File: src/logic/sub_exec_pkg.sv
package sub_exec_pkg;
  // register byte offsets
  localparam logic [7:0] OFF_OPCODE = 8'h00;
  localparam logic [7:0] OFF_CFG = 8'h04;
  localparam logic [7:0] OFF_OPERAND = 8'h08;
  localparam logic [7:0] OFF_FLAGS = 8'h0C;
  localparam logic [7:0] OFF_STATUS = 8'h10;
  localparam logic [7:0] OFF_RESULT = 8'h14;
  localparam logic [2:0] BANK_DREG = 3'b010;
  localparam logic [2:0] BANK_AREG = 3'b011;
  // flag positions
  localparam int FL_X = 4;
  localparam int FL_N = 3;
  localparam int FL_Z = 2;
  localparam int FL_V = 1;
  localparam int FL_C = 0;
  // status positions
  localparam int ST_DONE = 0;
  localparam int ST_ILLEGAL = 1;
  localparam int ST_MEMWR = 2;
  localparam int ST_MEMRD = 3;
  // instruction fields
  localparam int COND_HI = 11;
  localparam int COND_LO = 8;
  localparam logic [3:0] GRP_SCC = 4'h5;
  localparam logic [3:0] GRP_SUB = 4'h9;
  localparam logic [1:0] SCC_SIZE = 2'b11;
  localparam logic [1:0] OPM_ADDR = 2'b11;
  localparam logic [1:0] SZ_BYTE = 2'b00;
  localparam logic [1:0] SZ_WORD = 2'b01;
  localparam logic [1:0] SZ_LONG = 2'b10;
  // addressing modes
  localparam logic [2:0] MODE_DREG = 3'b000;
  localparam logic [2:0] MODE_AREG = 3'b001;
  localparam logic [2:0] MODE_MEMIND = 3'b010;
  localparam logic [2:0] MODE_EXT = 3'b111;
  localparam logic [2:0] EXT_ABSL = 3'b001;
  localparam logic [2:0] EXT_IMM = 3'b100;
  // values
  localparam logic [31:0] MASK_BYTE = 32'h0000_00FF;
  localparam logic [31:0] MASK_WORD = 32'h0000_FFFF;
  localparam logic [31:0] MASK_LONG = 32'hFFFF_FFFF;
  localparam logic [7:0] BYTE_TRUE = 8'hFF;
  localparam logic [7:0] BYTE_FALSE = 8'h00;
  localparam logic [4:0] FLAGS_RST = 5'h00;
  localparam logic [31:0] WORD_RST = 32'h0000_0000;
  localparam logic [1:0] RESP_OKAY = 2'b00;
  localparam logic [1:0] RESP_SLVERR = 2'b10;
endpackage

File: src/logic/set_cond_and_subtract_exec.sv
// Design decisions made here: the AXI4-Lite register port and the placing of the registers.
`timescale 1ns/1ps
module set_cond_and_subtract_exec
  import sub_exec_pkg::*;
#(
  parameter int ADDR_W = 8
)(
  // clock and reset
  input wire logic mclk,
  input wire logic rst,
  // write address and data
  input wire logic [ADDR_W-1:0] awaddr,
  input wire logic awvalid,
  output logic awready,
  input wire logic [31:0] wdata,
  input wire logic [3:0] wstrb,
  input wire logic wvalid,
  output logic wready,
  // write response
  output logic [1:0] bresp,
  output logic bvalid,
  input wire logic bready,
  // read
  input wire logic [ADDR_W-1:0] araddr,
  input wire logic arvalid,
  output logic arready,
  output logic [31:0] rdata,
  output logic [1:0] rresp,
  output logic rvalid,
  input wire logic rready
);

  if (ADDR_W < 8)
  begin : g_chk
    $error("address width too small for the register map");
  end

  logic awRdy_r, wRdy_r, bValid_r, arRdy_r, rValid_r;
  logic [ADDR_W-1:0] wAddr_r;
  logic [31:0] wData_r, rData_r;
  logic [3:0] wStrb_r;
  logic [1:0] bResp_r, rResp_r;
  logic cfgEarly_r;
  logic [31:0] operand_r, result_r;
  logic [4:0] flags_r;
  logic [3:0] status_r;
  logic [31:0] dReg_r [8];
  logic [31:0] aReg_r [8];
  logic [2:0] chkIdx_r;
  logic doWrite, exec;

  assign awready = awRdy_r;
  assign wready = wRdy_r;
  assign bvalid = bValid_r;
  assign bresp = bResp_r;
  assign arready = arRdy_r;
  assign rvalid = rValid_r;
  assign rdata = rData_r;
  assign rresp = rResp_r;

  function automatic logic mapped(input logic [ADDR_W-1:0] a);
    // the 0x20 bank is a hole; only control words and the two register banks answer
    mapped = (a[ADDR_W-1:7] == '0) && (a[1:0] == 2'b00) &&
      (a[6:5] == BANK_DREG[1:0] || a[6:5] == BANK_AREG[1:0] ||
       (a[6:5] == 2'b00 && a[4:2] <= OFF_RESULT[4:2]));
  endfunction

  function automatic logic [31:0] merge(input logic [31:0] o, input logic [31:0] n,
                                        input logic [3:0] s);
    for (int i = 0; i < 4; i++)
      merge[i*8 +: 8] = s[i] ? n[i*8 +: 8] : o[i*8 +: 8];
  endfunction

  function automatic logic condTrue(input logic [3:0] cc, input logic [4:0] f);
    logic n, z, v, c;
    n = f[FL_N];
    z = f[FL_Z];
    v = f[FL_V];
    c = f[FL_C];
    unique case (cc)
      4'h0: condTrue = 1'b1;
      4'h1: condTrue = 1'b0;
      4'h2: condTrue = !c && !z;
      4'h3: condTrue = c || z;
      4'h4: condTrue = !c;
      4'h5: condTrue = c;
      4'h6: condTrue = !z;
      4'h7: condTrue = z;
      4'h8: condTrue = !v;
      4'h9: condTrue = v;
      4'hA: condTrue = !n;
      4'hB: condTrue = n;
      4'hC: condTrue = n == v;
      4'hD: condTrue = n != v;
      4'hE: condTrue = (n == v) && !z;
      4'hF: condTrue = z || (n != v);
    endcase
  endfunction

  // write channels may arrive in either order; commit once both are held
  assign doWrite = !awRdy_r && !wRdy_r && !bValid_r;
  assign exec = doWrite && (wAddr_r == OFF_OPCODE);

  always_ff @(posedge mclk)
    if (rst)
    begin
      awRdy_r <= 1'b1;
      wAddr_r <= '0;
    end
    else if (awvalid && awRdy_r)
    begin
      awRdy_r <= 1'b0;
      wAddr_r <= awaddr;
    end
    else if (doWrite)
      awRdy_r <= 1'b1;

  always_ff @(posedge mclk)
    if (rst)
    begin
      wRdy_r <= 1'b1;
      wData_r <= WORD_RST;
      wStrb_r <= 4'h0;
    end
    else if (wvalid && wRdy_r)
    begin
      wRdy_r <= 1'b0;
      wData_r <= wdata;
      wStrb_r <= wstrb;
    end
    else if (doWrite)
      wRdy_r <= 1'b1;

  always_ff @(posedge mclk)
    if (rst)
    begin
      bValid_r <= 1'b0;
      bResp_r <= RESP_OKAY;
    end
    else if (doWrite)
    begin
      bValid_r <= 1'b1;
      bResp_r <= mapped(wAddr_r) ? RESP_OKAY : RESP_SLVERR;
    end
    else if (bready)
      bValid_r <= 1'b0;

  // instruction field split
  logic [15:0] op;
  logic [2:0] eaMode, eaReg, regSel, opm;
  logic isScc, isSub, isSuba, toEa, sccLegal, srcLegal, dstLegal, legal;
  logic [1:0] size;
  logic [31:0] dEa, dSel, eaVal, aDst, mask, minu, subt, res, aNew;
  logic [32:0] diff;
  logic sa, sb, sr, cTrue;
  logic [4:0] subFlags;

  always_comb
  begin
    op = wData_r[15:0];
    eaMode = op[5:3];
    eaReg = op[2:0];
    regSel = op[11:9];
    opm = op[8:6];
    dEa = dReg_r[eaReg];
    dSel = dReg_r[regSel];
    aDst = aReg_r[regSel];
    isScc = (op[15:12] == GRP_SCC) && (op[7:6] == SCC_SIZE);
    isSuba = (op[15:12] == GRP_SUB) && (opm[1:0] == OPM_ADDR);
    isSub = (op[15:12] == GRP_SUB) && !isSuba;
    toEa = opm[2];
    size = opm[1:0];
    cTrue = condTrue(op[COND_HI:COND_LO], flags_r);
    sccLegal = (eaMode != MODE_AREG) && (eaMode != MODE_EXT || eaReg <= EXT_ABSL);
    srcLegal = (eaMode == MODE_EXT) ? (eaReg <= EXT_IMM)
             : !(eaMode == MODE_AREG && size == SZ_BYTE && !isSuba);
    dstLegal = (eaMode == MODE_EXT) ? (eaReg <= EXT_ABSL) : (eaMode >= MODE_MEMIND);
    legal = (isScc && sccLegal) || (isSuba && srcLegal) ||
            (isSub && (toEa ? dstLegal : srcLegal));
    eaVal = (eaMode == MODE_DREG) ? dEa : (eaMode == MODE_AREG) ? aReg_r[eaReg] : operand_r;
    // memory operands come in through the operand register
    minu = toEa ? operand_r : dSel;
    subt = toEa ? dSel : eaVal;
    unique case (size)
      SZ_BYTE: mask = MASK_BYTE;
      SZ_WORD: mask = MASK_WORD;
      default: mask = MASK_LONG;
    endcase
    // masked zero-extended operands make bit 32 the borrow for every size
    diff = {1'b0, minu & mask} - {1'b0, subt & mask};
    res = diff[31:0] & mask;
    unique case (size)
      SZ_BYTE: {sa, sb, sr} = {minu[7], subt[7], res[7]};
      SZ_WORD: {sa, sb, sr} = {minu[15], subt[15], res[15]};
      default: {sa, sb, sr} = {minu[31], subt[31], res[31]};
    endcase
    subFlags[FL_C] = diff[32];
    subFlags[FL_X] = diff[32];
    subFlags[FL_N] = sr;
    subFlags[FL_Z] = (res == WORD_RST);
    subFlags[FL_V] = (sa != sb) && (sr != sa);
    aNew = aDst - (opm[2] ? eaVal : {{16{eaVal[15]}}, eaVal[15:0]});
  end

  always_ff @(posedge mclk)
    if (rst)
    begin
      cfgEarly_r <= 1'b0;
      operand_r <= WORD_RST;
    end
    else if (doWrite && wAddr_r == OFF_CFG)
      cfgEarly_r <= wStrb_r[0] ? wData_r[0] : cfgEarly_r;
    else if (doWrite && wAddr_r == OFF_OPERAND)
      operand_r <= merge(operand_r, wData_r, wStrb_r);

  // execution results; a bus write and an execute never share a cycle
  always_ff @(posedge mclk)
    if (rst)
    begin
      flags_r <= FLAGS_RST;
      status_r <= 4'h0;
      result_r <= WORD_RST;
      chkIdx_r <= 3'b000;
    end
    else if (exec)
    begin
      chkIdx_r <= isScc ? eaReg : regSel;
      status_r[ST_DONE] <= 1'b1;
      status_r[ST_ILLEGAL] <= !legal;
      status_r[ST_MEMWR] <= legal && ((isScc && eaMode != MODE_DREG) || (isSub && toEa));
      status_r[ST_MEMRD] <= legal && ((isScc && eaMode != MODE_DREG && cfgEarly_r) ||
                                      (isSub && toEa));
      if (legal && isScc)
        result_r <= {24'h00_0000, cTrue ? BYTE_TRUE : BYTE_FALSE};
      else if (legal && isSub)
        result_r <= res;
      if (legal && isSub)
        flags_r <= subFlags; // flags untouched otherwise
    end
    else if (doWrite && wAddr_r == OFF_FLAGS && wStrb_r[0])
      flags_r <= wData_r[4:0];

  always_ff @(posedge mclk)
    if (rst)
    begin
      for (int i = 0; i < 8; i++)
      begin
        dReg_r[i] <= WORD_RST;
        aReg_r[i] <= WORD_RST;
      end
    end
    else if (exec && legal)
    begin
      if (isScc && eaMode == MODE_DREG)
        dReg_r[eaReg][7:0] <= cTrue ? BYTE_TRUE : BYTE_FALSE;
      else if (isSub && !toEa)
        dReg_r[regSel] <= (dSel & ~mask) | res;
      else if (isSuba)
        aReg_r[regSel] <= aNew;
    end
    else if (doWrite && wAddr_r[6:5] == BANK_DREG[1:0] && wAddr_r[ADDR_W-1:7] == '0)
      dReg_r[wAddr_r[4:2]] <= merge(dReg_r[wAddr_r[4:2]], wData_r, wStrb_r);
    else if (doWrite && wAddr_r[6:5] == BANK_AREG[1:0] && wAddr_r[ADDR_W-1:7] == '0)
      aReg_r[wAddr_r[4:2]] <= merge(aReg_r[wAddr_r[4:2]], wData_r, wStrb_r);

  logic [31:0] rdMux;

  always_comb
  begin
    rdMux = WORD_RST;
    if (araddr[6:5] == BANK_DREG[1:0])
      rdMux = dReg_r[araddr[4:2]];
    else if (araddr[6:5] == BANK_AREG[1:0])
      rdMux = aReg_r[araddr[4:2]];
    else
      unique case (araddr[4:2])
        OFF_CFG[4:2]: rdMux = {31'h0, cfgEarly_r};
        OFF_OPERAND[4:2]: rdMux = operand_r;
        OFF_FLAGS[4:2]: rdMux = {27'h0, flags_r};
        OFF_STATUS[4:2]: rdMux = {28'h0, status_r};
        OFF_RESULT[4:2]: rdMux = result_r;
        default: rdMux = WORD_RST;
      endcase
  end

  always_ff @(posedge mclk)
    if (rst)
    begin
      arRdy_r <= 1'b1;
      rValid_r <= 1'b0;
      rData_r <= WORD_RST;
      rResp_r <= RESP_OKAY;
    end
    else if (arvalid && arRdy_r)
    begin
      arRdy_r <= 1'b0;
      rValid_r <= 1'b1;
      rData_r <= mapped(araddr) ? rdMux : WORD_RST;
      rResp_r <= mapped(araddr) ? RESP_OKAY : RESP_SLVERR;
    end
    else if (rValid_r && rready)
    begin
      rValid_r <= 1'b0;
      arRdy_r <= 1'b1;
    end
endmodule

File: config.mk
export PLATFORM = sky130hd
export DESIGN_NAME = set_cond_and_subtract_exec
export DESIGN_NICKNAME = d
export VERILOG_FILES = /design/src/logic/sub_exec_pkg.sv /design/src/logic/set_cond_and_subtract_exec.sv
export SDC_FILE = /design/constraint.sdc
export NUM_CORES = 2
export LEC_CHECK = 0
export BUFFER_PORTS_ARGS = -buffer_cell sky130_fd_sc_hd__buf_2
export CORE_UTILIZATION = 45
export DETAILED_ROUTE_END_ITERATION = 7
export GPL_ROUTABILITY_DRIVEN = 0
export GPL_TIMING_DRIVEN = 1
export SLEW_MARGIN = 40
export SYNTH_ARGS = -nofsm -noshare
export SYNTH_HDL_FRONTEND = slang
export SYNTH_SLANG_ARGS = --single-unit
File: constraint.sdc
create_clock -name mclk -period 6.95 [get_ports mclk]
set_input_delay 0.3475 -clock mclk [delete_from_list [all_inputs] [get_ports mclk]]
set_output_delay 0.3475 -clock mclk [all_outputs]
set_load 0.02 [all_outputs]
==> qor.yml <==
status: "finished clean"
worstSetupEndpointType: "flip-flop"
wire_per_inst_um: 30.38
rows: 111
seq_area_frac_synth: 0.4419
tns_ns: 0
slew_headroom: 0.3739
clock_sinks: 675
numCtsBuffers: 76
drc: 0
htreeDepth: 3
vias: 33340
io_buffers: 97
die_w_um: 308.1
initialDrtViolationCount: 4527
drt_pre_antenna_iters: 8
antenna_found_initial: 3
grt-ovfl-total: 0
cts_setup_buffers: 0
syn2layout_area_growth_pct: 12.15
period_minus_slack_ns: 6.288
cp_max_fo: 59
synth.avg_cell_area_um2: 11.55
synth_area_leaders: "edfxtp_1 (36%), mux4_2 (22%), dfxtp_1 (7.7%), nor2_1 (6.2%), nand2_1 (3.4%)"
io_pins: 100
crit_path_start_kind: "flip-flop"
ant_nets: 0
drive_gt1_frac: 0.2249
tritoncts: "done"
final_nets: 3844
finalMaxSlewViolations: 0
yosys_warnings: 0
viasPerCell: 6.637
async_reset_ff_frac: 0
dpl.hpwl_mm: 103.0
finalSetupViolations: 0
ys_ff_latch: 675
synth_top_flop_cell: "edfxtp_1"
clk_pin_slew_ns: 0.06
yosysTopAreaCell: "edfxtp_1"
grt_start_max_net_pins: 91
arrival_ns: 6.66
grt_pass1_wl_mm: 219.5
dieArea_mm2: 0.09495
irDropWorstVdd_v: 0.0001599
fin_crit_sh: 0.9048
start_util: 0.4574
max_cap_violations: 0
synth_edf_count: 512
max_freq_mhz: 159.0
antennaDiodeCount: 0
final_util: 0.5129
wirelength_mm: 152.6
worst_pin_slew_ns: 0.9381
min_path_type: "in -> reg"
synth.distinct_cells: 83
finClkSkew_ns: 0.02901
worstPathRequired_ns: 7.32
crit_type: "reg -> reg"
hold_start: "rst"
hold_viol: 0
num-fill-cells: 8102
leakagePower_uw: 0.01660
clkLatencyLatePin_ns: 0.64
rsz0062_at_grt: "false"
clockBufferDepth: 3
grt_use_total: 0.3202
p_per_area_mw_per_mm2: 242.4
synth_top_cell_area_share: 0.3645
fp.coreArea_mm2: 0.09222
syn-cell-area_mm2: 0.04218
netlist_instances: 3653
die_h_um: 308.1
grt_pass1_vias: 31700
cts-root-buf: "clkbuf_16"
-- through the flow --
stage          cells  area (um^2)  total power [uW]  hold WS [ns]  worst slack [ns]
2_1_floorplan   3654        42180              6392        0.4338             1.347
3_3_place_gp    4827        44140              7239        0.4439            0.9447
3_5_place_dp    4833        44230              7263        0.4461            0.9133
4_1_cts         5019        47210             11400        0.1104            0.8758
5_1_grt         5023        47300             11780        0.1729            0.3391
6_report        5023        47300             11460        0.1533            0.6618
-- area by class of cell --
class / instances / area (um^2) / area share
Inverter: 35 / 131.4 / 0.002778
Sequential cell: 675 / 18670 / 0.3947
Timing Repair Buffer: 244 / 1836 / 0.03881
Tap cell: 1243 / 1555 / 0.03288
Clock buffer: 106 / 2146 / 0.04537
Multi-Input combinational cell: 2688 / 22600 / 0.4779
Clock inverter: 32 / 360.3 / 0.007618
-- Yosys cell counts, types with 6 or more instances --
| cell type | n |
|---|---|
| a211oi_1 | 28 |
| a21o_1 | 48 |
| a21oi_1 | 215 |
| a221o_1 | 29 |
| a221oi_1 | 13 |
| a22oi_1 | 59 |
| a31oi_1 | 17 |
| a32oi_1 | 33 |
| and2_1 | 18 |
| and3_1 | 14 |
| buf_1 | 44 |
| buf_2 | 16 |
| clkbuf_1 | 191 |
| dfxtp_1 | 163 |
| edfxtp_1 | 512 |
| ha_1 | 63 |
| inv_1 | 35 |
| mux2_2 | 61 |
| mux2i_1 | 128 |
| mux4_2 | 416 |
| nand2_1 | 384 |
| nand2b_1 | 75 |
| nand3_1 | 36 |
| nand3b_1 | 6 |
| nand4_1 | 12 |
| nor2_1 | 702 |
| nor2b_1 | 11 |
| nor3_1 | 35 |
| nor4_1 | 9 |
| o211ai_1 | 21 |
| o21a_1 | 12 |
| o21ai_0 | 69 |
| o21ai_1 | 10 |
| o21bai_1 | 26 |
| o31ai_1 | 6 |
| or3_1 | 10 |
| xnor2_1 | 26 |
| xor2_1 | 8 |
-- path summary, 6_finish.rpt --
kind	endpoint	slack, ns	cells past startpoint
worst max-delay path	dReg_r[4][27]$_SDFFCE_PN0P_	0.66	17
worst min-delay path	status_r[0]$_SDFFE_PP0P_	0.15	2
worst max register to register	dReg_r[4][27]$_SDFFCE_PN0P_	0.66	17
worst min register to register	rdata[0]$_SDFFE_PP0P_	0.45	2
-- per-layer routing --
| layer | vias up | GRT usage | share of wire |
|---|---|---|---|
| met2 | 2085 | 0.4854 | 0.45 |
| met3 | 441 | 0.06047 | 0.11 |
| li1 | 14160 | - | - |
| met5 | - | 0 | 0.00016 |
| met4 | 4 | 0.1671 | 0.059 |
| met1 | 16650 | 0.4380 | 0.39 |
-- repair_timing --
action                                 CTS  global route
endpoints found under the hold margin   54             0
hold buffers                            48             0
resized for setup                        0             0
-- where the power goes --
group / total, uW / internal, uW / switching (uW)
combinational: 2690 / 1020 / 1680
clock: 4170 / 2420 / 1740
sequential: 4610 / 4450 / 153
total: 11500 / 7890 / 3570
-- kinds of logic (layout without fill, tap and decap cells) --
logic type,after synthesis,after routing,share of synthesized area
buffers and inverters,291,417,0.02685
xor gates and xnor gates,34,34,0.007061
DFF,675,675,0.4419
adders and majority gates,65,65,0.01964
other,1,2,0.00008891
AOI/OAI and AO/OA,636,636,0.1004
muxes,606,606,0.2691
and+or+nand+nor,1345,1345,0.1349
-- worst max-delay path: stages (launching register included) --
cell and delay [ns]:
dfxtp_4 0.60, buf_12 0.38, mux4_2 0.60, mux2_2 0.34
a221oi_1 0.56, mux2_2 0.28, ha_1 0.35, nand2_1 0.18
nor4_1 0.23, o21ai_0 0.20, a31oi_1 0.39, a21boi_0 0.26
o21ai_0 0.28, mux2i_1 0.18, o21bai_1 0.19, a22oi_1 0.44
clkbuf_2 0.26, nor2_1 0.05
-- registers in the layout (all words and copies together) (netlist names), named ones only --
register,cells
rvalid,1
flags_r,5
wready,1
dReg_r,256
operand_r,32
wData_r,32
bvalid,1
rdata,32
wStrb_r,4
bresp,1
aReg_r,256
rresp,1
wAddr_r,8
arready,1
result_r,32
cfgEarly_r,1
status_r,4
awready,1
-- layout by cell type, fill, tap and decap left out, types with 13 or more instances in the layout --
| master | instances |
|---|---|
| mux2i_1 | 125 |
| edfxtp_1 | 512 |
| a32oi_1 | 33 |
| buf_4 | 84 |
| o21bai_1 | 24 |
| clkbuf_1 | 19 |
| mux2_2 | 61 |
| xnor2_1 | 26 |
| mux4_2 | 416 |
| a21oi_1 | 212 |
| and2_1 | 18 |
| a21o_1 | 48 |
| a221o_1 | 29 |
| o21ai_0 | 69 |
| clkbuf_16 | 79 |
| nand2b_1 | 75 |
| a211oi_1 | 27 |
| nand3_1 | 36 |
| nor2_1 | 701 |
| a22oi_1 | 59 |
| and3_1 | 14 |
| a31oi_1 | 13 |
| inv_1 | 34 |
| dfxtp_1 | 153 |
| ha_1 | 63 |
| o211ai_1 | 21 |
| dlygate4sd3_1 | 48 |
| buf_2 | 96 |
| nand2_1 | 382 |
| nor3_1 | 35 |
(Power assumes the default switching activity.)
